`src/verilog/mode_feature_pkg.sv`:
```
// Constants for the mode register five/six feature control block
package mode_feature_pkg;
	// ****************************************************************
	// Mode register write word layout
	// ****************************************************************
	localparam int MR_WIDTH          = 22;
	localparam int SEL_LSB           = 18;
	localparam logic [2:0] SEL_FIVE  = 3'h5;
	localparam logic [2:0] SEL_SIX   = 3'h6;
	localparam logic [2:0] SEL_DNU   = 3'h7;
	// ****************************************************************
	// Mode register five fields
	// ****************************************************************
	localparam int F5_RD_INV         = 12;
	localparam int F5_WR_INV         = 11;
	localparam int F5_MASK           = 10;
	localparam int F5_PERSIST        = 9;
	localparam int F5_PARK_LSB       = 6;
	localparam int F5_ODT_PD_OFF     = 5;
	localparam int F5_PAR_ERR        = 4;
	localparam int F5_CRC_ERR        = 3;
	localparam int F5_PL_LSB         = 0;
	localparam logic [2:0] PL_OFF    = 3'h0;
	localparam logic [2:0] PL_4      = 3'h1;
	localparam logic [2:0] PL_5      = 3'h2;
	localparam logic [2:0] PL_6      = 3'h3;
	localparam logic [2:0] PL_CLK_4  = 3'h4;
	localparam logic [2:0] PL_CLK_5  = 3'h5;
	localparam logic [2:0] PL_CLK_6  = 3'h6;
	// ****************************************************************
	// Mode register six fields
	// ****************************************************************
	localparam int F6_GAP_LSB        = 10;
	localparam int F6_EQ_HI          = 13;
	localparam int F6_EQ_LSB         = 8;
	localparam int F6_CAL_EN         = 7;
	localparam int F6_CAL_RANGE      = 6;
	localparam int F6_CAL_LSB        = 0;
	localparam logic [2:0] GAP_MAX   = 3'h4;
	localparam logic [3:0] GAP_BASE  = 4'h4;
	// ****************************************************************
	// Reset values
	// ****************************************************************
	localparam logic [21:0] MR5_RESET = 22'h00_0000;
	localparam logic [21:0] MR6_RESET = 22'h00_0000;
	// ****************************************************************
	// Organisations
	// ****************************************************************
	localparam logic [1:0] ORG_X4    = 2'h0;
	localparam logic [1:0] ORG_X8    = 2'h1;
	localparam logic [1:0] ORG_X16   = 2'h2;
endpackage
```
`src/verilog/dram_mode_reg_feature_ctrl.sv`:
```
// Mode register five/six feature control with parity and CRC status
`timescale 1ns/1ps

// Operation
// - Inversion only on x8/x16, shared pin
// - Multipurpose readout returns data without inversion
// - Masking acts on writes only, x8/x16
// - Non-persistent: checking stops while error set
// - Persistent: checking continues while error set
// - Buffer off: ignore input, no nominal termination
// - Parity error sets sticky flag, write clears
// - CRC error sets sticky flag, write clears
// - Parity off by default, on with latency
// - Command in parity error is not executed
// - Parity covers command and address lines only
// - Bits 12:10 set column gap 4..8 clocks
// - Column gap honoured, minimum four clocks
// - Bit 7 enable, bit 6 range, bits 5:0 value
// - Reference generated, optionally driven on low lanes
// - Five: bits 12..9 inversion, mask, persistent parity
// - Five: bit 5 buffer off, bits 4,3 status
// - Five: bits 2:0 parity latency 4/5/6
module dram_mode_reg_feature_ctrl #(
	parameter logic [1:0] ORG = mode_feature_pkg::ORG_X8
) (
	input  wire logic        core_clk,
	input  wire logic        rst,
	input  wire logic        cmd_valid,
	input  wire logic        act_n,
	input  wire logic        ras_n,
	input  wire logic        cas_n,
	input  wire logic        we_n,
	input  wire logic [1:0]  bg,
	input  wire logic [1:0]  ba,
	input  wire logic [17:0] addr,
	input  wire logic        command_parity_bit,
	input  wire logic        crc_error_event,
	input  wire logic        multipurpose_readout,
	input  wire logic        power_down,
	input  wire logic        on_die_termination_input,
	input  wire logic        gear_down,
	output logic             cmd_accept,
	output logic             cmd_reject,
	output logic             parity_error,
	output logic             crc_error,
	output logic             read_inversion_active,
	output logic             write_inversion_active,
	output logic             write_byte_mask_active,
	output logic             nominal_termination_on,
	output logic [2:0]       parked_termination,
	output logic [2:0]       parity_latency,
	output logic             parity_latency_bad,
	output logic [3:0]       same_group_column_gap,
	output logic             gap_code_reserved,
	output logic             calibration_enable,
	output logic             calibration_range,
	output logic [5:0]       data_input_reference,
	output logic             reference_on_dq
);
	import mode_feature_pkg::*;

	// ****************************************************************
	// Functions
	// ****************************************************************
	function automatic logic [2:0] pick3(input logic [21:0] w, input int lsb);
		pick3 = w[lsb +: 3];
	endfunction

	// Reserved latency codes read as zero clocks
	function automatic logic [2:0] latency_clocks(input logic [2:0] code);
		unique case (code)
			PL_OFF:  latency_clocks = 3'h0;
			PL_4:    latency_clocks = PL_CLK_4;
			PL_5:    latency_clocks = PL_CLK_5;
			PL_6:    latency_clocks = PL_CLK_6;
			default: latency_clocks = 3'h0;
		endcase
	endfunction

	// Only a real latency turns checking on, never a reserved code
	function automatic logic latency_valid(input logic [2:0] code);
		latency_valid = (code == PL_4) || (code == PL_5) || (code == PL_6);
	endfunction

	// Reserved gap codes fall back to the four-clock floor
	function automatic logic [3:0] gap_clocks(input logic [2:0] code);
		if (code > GAP_MAX) begin
			gap_clocks = GAP_BASE;
		end else begin
			gap_clocks = GAP_BASE + {1'b0, code};
		end
	endfunction

	// Even parity over every line the command bit covers
	function automatic logic cover_parity(input logic [3:0] cmd, input logic [17:0] a,
		input logic [1:0] bank, input logic [1:0] group);
		cover_parity = ^{cmd, a, bank, group};
	endfunction

	// Activate high, the other three command pins low
	function automatic logic is_mode_set(input logic [3:0] cmd);
		is_mode_set = (cmd == 4'h8);
	endfunction

	// ****************************************************************
	// Command decode and parity
	// ****************************************************************
	logic [21:0] word;
	logic        is_mrs;
	logic        par_calc;
	logic        par_on;
	logic        checking;
	logic        par_bad;
	logic [2:0]  sel;

	// Register bits 16:14 travel on the command pins, so the word holds them zero
	assign word = {bg, ba, addr[17], 3'h0, addr[13:0]};
	assign sel  = word[SEL_LSB +: 3];
	// Activate low would be a row open, so it must not load a register
	assign is_mrs = cmd_valid && is_mode_set({act_n, ras_n, cas_n, we_n});
	// CKE, termination input and chip select never enter the sum
	assign par_calc = cover_parity({act_n, ras_n, cas_n, we_n}, addr, ba, bg);

	logic [21:0] mr5;
	logic [21:0] mr6;
	logic [21:0] next_mr5;
	logic [21:0] next_mr6;
	logic        next_par_err;
	logic        next_crc_err;

	// ****************************************************************
	// Parity check
	// ****************************************************************
	// Reserved latency codes leave checking off, as the reset state does
	assign par_on   = latency_valid(pick3(mr5, F5_PL_LSB));
	// Persistent mode keeps checking while the flag is up
	assign checking = par_on && (mr5[F5_PERSIST] || !parity_error);
	assign par_bad  = cmd_valid && checking && (par_calc != command_parity_bit);
	assign cmd_accept = cmd_valid && !par_bad;
	assign cmd_reject = par_bad;

	// ****************************************************************
	// Mode register state
	// ****************************************************************
	logic write_five;
	logic write_six;

	// Select 111 is do-not-use and falls through both compares
	assign write_five = is_mrs && cmd_accept && sel == SEL_FIVE;
	assign write_six  = is_mrs && cmd_accept && sel == SEL_SIX;

	always_comb begin
		next_mr5 = mr5;
		next_mr6 = mr6;
		if (write_five) begin
			next_mr5 = word;
		end
		if (write_six) begin
			next_mr6 = word;
		end
	end

	always_ff @(posedge core_clk) begin
		if (rst) begin
			mr5 <= MR5_RESET;
			mr6 <= MR6_RESET;
		end else begin
			mr5 <= next_mr5;
			mr6 <= next_mr6;
		end
	end

	// ****************************************************************
	// Sticky status flags
	// ****************************************************************
	always_comb begin
		next_par_err = parity_error;
		next_crc_err = crc_error;
		// Only a mode register five write may clear a flag
		if (write_five) begin
			next_par_err = word[F5_PAR_ERR];
			next_crc_err = word[F5_CRC_ERR];
		end
		// Set beats a clearing write in the same cycle
		if (par_bad) begin
			next_par_err = 1'b1;
		end
		if (crc_error_event) begin
			next_crc_err = 1'b1;
		end
	end

	always_ff @(posedge core_clk) begin
		if (rst) begin
			parity_error <= 1'b0;
			crc_error    <= 1'b0;
		end else begin
			parity_error <= next_par_err;
			crc_error    <= next_crc_err;
		end
	end

	// ****************************************************************
	// Feature outputs
	// ****************************************************************
	// Field outputs register the next register values, so they change
	// on the same edge as the register and never lag a write
	logic       wide_org;
	logic       read_inv_enable;
	logic       next_read_inv_enable;
	logic       next_write_inversion_active;
	logic       next_write_byte_mask_active;
	logic       term_pd_off;
	logic       next_term_pd_off;
	logic [2:0] next_parked_termination;
	logic [2:0] next_parity_latency;
	logic       latency_reserved;
	logic       next_latency_reserved;
	logic       latency_is_five;
	logic       next_latency_is_five;
	logic [3:0] next_same_group_column_gap;
	logic       next_gap_code_reserved;
	logic       next_calibration_enable;
	logic       next_calibration_range;
	logic [5:0] next_data_input_reference;
	logic       next_reference_on_dq;
	logic [2:0] next_latency_code;
	logic [2:0] next_gap_code;

	assign wide_org = (ORG == ORG_X8) || (ORG == ORG_X16);

	always_comb begin
		next_latency_code           = pick3(next_mr5, F5_PL_LSB);
		next_gap_code               = pick3(next_mr6, F6_GAP_LSB);
		next_read_inv_enable        = wide_org && next_mr5[F5_RD_INV];
		// Shared pin: masking wins if a bad controller enables both
		next_write_byte_mask_active = wide_org && next_mr5[F5_MASK];
		next_write_inversion_active = wide_org && next_mr5[F5_WR_INV]
			&& !next_mr5[F5_MASK];
		next_term_pd_off            = next_mr5[F5_ODT_PD_OFF];
		next_parked_termination     = pick3(next_mr5, F5_PARK_LSB);
		next_parity_latency         = latency_clocks(next_latency_code);
		next_latency_reserved       = next_latency_code > PL_6;
		next_latency_is_five        = next_latency_code == PL_5;
		next_same_group_column_gap  = gap_clocks(next_gap_code);
		next_gap_code_reserved      = next_gap_code > GAP_MAX;
		next_calibration_enable     = next_mr6[F6_CAL_EN];
		next_calibration_range      = next_mr6[F6_CAL_RANGE];
		next_data_input_reference   = next_mr6[F6_CAL_LSB +: 6];
		next_reference_on_dq        = next_mr6[F6_CAL_EN];
	end

	// Reset values match both registers cleared
	always_ff @(posedge core_clk) begin
		if (rst) begin
			read_inv_enable        <= 1'b0;
			write_inversion_active <= 1'b0;
			write_byte_mask_active <= 1'b0;
			term_pd_off            <= 1'b0;
			parked_termination     <= 3'h0;
			parity_latency         <= 3'h0;
			latency_reserved       <= 1'b0;
			latency_is_five        <= 1'b0;
			same_group_column_gap  <= GAP_BASE;
			gap_code_reserved      <= 1'b0;
			calibration_enable     <= 1'b0;
			calibration_range      <= 1'b0;
			data_input_reference   <= 6'h00;
			reference_on_dq        <= 1'b0;
		end else begin
			read_inv_enable        <= next_read_inv_enable;
			write_inversion_active <= next_write_inversion_active;
			write_byte_mask_active <= next_write_byte_mask_active;
			term_pd_off            <= next_term_pd_off;
			parked_termination     <= next_parked_termination;
			parity_latency         <= next_parity_latency;
			latency_reserved       <= next_latency_reserved;
			latency_is_five        <= next_latency_is_five;
			same_group_column_gap  <= next_same_group_column_gap;
			gap_code_reserved      <= next_gap_code_reserved;
			calibration_enable     <= next_calibration_enable;
			calibration_range      <= next_calibration_range;
			data_input_reference   <= next_data_input_reference;
			reference_on_dq        <= next_reference_on_dq;
		end
	end

	// ****************************************************************
	// Pin-gated outputs
	// ****************************************************************
	// Readout patterns must come back raw so training sees true data
	assign read_inversion_active = read_inv_enable && !multipurpose_readout;
	// Buffer off: the pin may float, so it is not looked at
	assign nominal_termination_on = on_die_termination_input
		&& !(power_down && term_pd_off);
	// Gear-down forbids the five-clock latency; flagged, not blocked
	assign parity_latency_bad = latency_reserved
		|| (gear_down && latency_is_five);
endmodule

```
`config.mk`:
```
export PLATFORM = sky130hd
export DESIGN_NAME = dram_mode_reg_feature_ctrl
export DESIGN_NICKNAME = d
export VERILOG_FILES = /design/src/verilog/mode_feature_pkg.sv /design/src/verilog/dram_mode_reg_feature_ctrl.sv
export SDC_FILE = /design/constraint.sdc
export NUM_CORES = 1
export LEC_CHECK = 0
export BUFFER_PORTS_ARGS = -buffer_cell sky130_fd_sc_hd__buf_4
export CAP_MARGIN = 20
export CORE_MARGIN = 3
export CORE_UTILIZATION = 45
export CTS_CLUSTER_SIZE = 24
export DETAILED_ROUTE_END_ITERATION = 8
export PLACE_DENSITY = 0.88
export SLEW_MARGIN = 20
export SYNTH_ARGS = -nofsm -noshare
export SYNTH_HDL_FRONTEND = slang
export SYNTH_SLANG_ARGS = --single-unit
```
`constraint.sdc`:
```
create_clock -name core_clk -period 2.64 [get_ports core_clk]
set_input_delay 0.528 -clock core_clk [delete_from_list [all_inputs] [get_ports core_clk]]
set_output_delay 0.528 -clock core_clk [all_outputs]
set_load 0.05 [all_outputs]
```
==> results.yml <==
sta:
  fmax_ghz: 0.371
  final.min_clock_period_ns: 2.69
  finalMaxSlewViolations: 0
  rsz0062_at_grt: "yes"
  setup_tns_ns: -0.0736
  maxSlewHeadroom_pct: 66.6
  fin_crit_sh_pct: 102
  whs_ns: 0.456
  worst_slew_pin_slew_ns: 0.501
  hold_viol_final: 0
  setup_violations: 2
  finalWorstSetupSlack_ns: -0.0534
  finClkSkew_ns: 0.00575
detailed_routing:
  viasPerCell: 5.03
  remaining_drc_errors: 0
  vias: 1593
  dr.pass1.iters: 4
  drt_iter0_markers: 104
  finalWirelength_um: 4620
  detail-route-antenna-nets: 0
  wl_per_cell_um: 14.6
logic_synthesis:
  yosysTopAreaCell: "dfxtp_1"
  synth_compound_area_share_pct: 5.23
  synth_top_family_by_area: "multiplexers"
  synth_cells: 198
  synth_cell_types: 33
  yosys.area_share.simple_pct: 15.8
  synth_mux_area_share_pct: 17.8
  synth.area.top_cells: "dfxtp_1 37%, mux2i_1 14%, xnor2_1 8.6%"
  synth_fp_nets: 237
  synth_xor_area_share_pct: 13.0
  avgSynthCellArea_sq_um: 9.30
  ys_warn_count: 0
  ys_ff_latch: 34
  ys_seq_area_share_pct: 37.0
  synth_fa_ha_area_share_pct: 2.72
  yosysTopAreaCellShare_pct: 37.0
  synthesis.area_sq_um: 1840
cts:
  h-tree-depth: 2
  clkSlewWorstSetupHoldPaths_ns: 0.07
  clkSinkCount: 34
  insertion_delay_ns: 0.28
  cts_buffer_depth: 2
  root_buffer: "clkbuf_8"
  tritoncts: "done"
  cts_buffers: 5
grt:
  grt_max_degree: 18
  antenna_found_initial: 0
  grt_first_pass_wirelength_um: 7500
  grt_pass1_vias: 1639
  grt_overflow_total: 0
  track_usage_pct: 18.8
placement:
  io_buffers: 63
  gp_congestion: 0.826
  dp_hpwl_um: 3290
  dp_cells: 306
floorplanning:
  fp.dieH_um: 70.0
  die-area_sq_um: 4890
  core-area_sq_um: 3800
  die_w_um: 70.0
  io-pin-count: 64
  rows: 22
  start_util_pct: 48.5
critical_path:
  cp.arrival_ns: 2.17
  worstSetupStartpointType: "primary input"
  path_max_fanout: 3
  crit_required_ns: 2.11
  reg2reg_depth: 6
  path_class: "primary input to output port"
  reg2reg_slack_ns: 0.97
  crit_path_end_kind: "output port"
min_path:
  hold_depth: 2
  hold_path.class: "flip-flop to flip-flop"
power:
  power_uw: 1470
  leakagePower_uw: 0.00126
  peakVddDrop_uv: 369
  power_density_nw_per_um2: 550
flow_run:
  cap_violations: 0
final_layout:
  n_antenna_cell: 0
  layout_commonest_cell: "buf_4"
  final_cell_mix: "71 x buf_4, 40 x nand2_1, 34 x dfxtp_1"
  nets: 307
  final_cell_count_no_fill: 317
  drive_above_1_share_pct: 40.5
  areaGrowthSynthToFinish_pct: 45.2
run_status:
  violations: "negative setup slack"
  status: "complete, but fails checks"
worst max-delay path, stage by stage:
cell	delay, ns
buf_6	0.10
inv_4	0.05
ha_4	0.21
xnor2_4	0.13
xnor2_2	0.21
xnor2_2	0.16
xnor3_2	0.39
nand2_2	0.11
and2_4	0.15
buf_8	0.14
worst paths after layout:
path / from / endpoint
max reg2reg: mr5[0] / crc_error
min reg2reg: mr5[5] / mr5[5]
max: cas_n / cmd_accept
min: mr5[5] / mr5[5]
Yosys cell counts:
library cell and count:
nand2_1 41, dfxtp_1 34, mux2i_1 26, xnor2_1 18, buf_4 11, nor2_1 11, inv_1 8, clkbuf_1 6
ha_1 4, nand3_1 4, nor3_1 4, mux2_1 3, mux2_2 3, a21o_1 2, a21oi_4 2, nor3b_1 2
o211ai_1 2, xor2_1 2, a21boi_0 1, a21oi_1 1, and2_1 1, and3_1 1, and4_1 1, buf_12 1
nand2b_1 1, nand3b_1 1, nor2b_1 1, o21ai_0 1, o311ai_0 1, o31ai_1 1, xnor2_2 1, xnor3_2 1
xor3_1 1
registers in the layout (all words and copies together) (netlist names):
| register | count |
|---|---|
| latency_reserved | 1 |
| same_group_column_gap | 4 |
| parity_latency | 3 |
| parity_error | 1 |
| write_inversion_active | 1 |
| crc_error | 1 |
| gap_code_reserved | 1 |
| mr5 | 10 |
| latency_is_five | 1 |
| mr6 | 11 |
where the power goes:
part           switching (uW)  leakage (uW)  internal, uW
sequential               1.31      0.000274           515
clock                     183     0.0000524           282
combinational             204      0.000931           285
metal layers:
layer  share of wire (%)  GRT usage, %
met1                  38          21.1
met4                 1.6          4.47
met5                   0             0
met3                 5.3          3.88
met2                  55          35.9
per-stage QoR:
stage | cell area [sq um] | setup WS, ns | util (%)
2_1_floorplan | 1870 | 0.0201 | -
3_3_place_gp | 2420 | -0.0903 | 63.6
3_5_place_dp | 2420 | -0.151 | 63.6
4_1_cts | 2580 | -0.0972 | 68.0
5_1_grt | 2670 | -0.103 | 70.4
6_report | 2670 | -0.0534 | 70.4
timing repair:
action	in CTS	in global routing
endpoints found under the setup margin	2	2
setup buffers	2	1
hold buffers	0	0
resized for setup	10	15
pin swaps	7	10
cell families (layout without fill, tap and decap cells):
family | after synthesis | count (layout)
compound gates | 11 | 11
xor+xnor | 23 | 23
fa+ha+maj | 4 | 4
buf+inv | 26 | 97
flops | 34 | 34
mux | 32 | 32
simple gates | 68 | 68
layout make-up:
class                      instances  area [sq um]
clock inverter                     1          30.0
sequential                        34           681
fill                             285          1130
timing repair buffer              81           671
clock buffer                       7          76.3
multi-input combinational        138          1110
inverter                           8          40.0
tap                               48          60.1
Note: power is estimated with default switching activity, not from simulation.
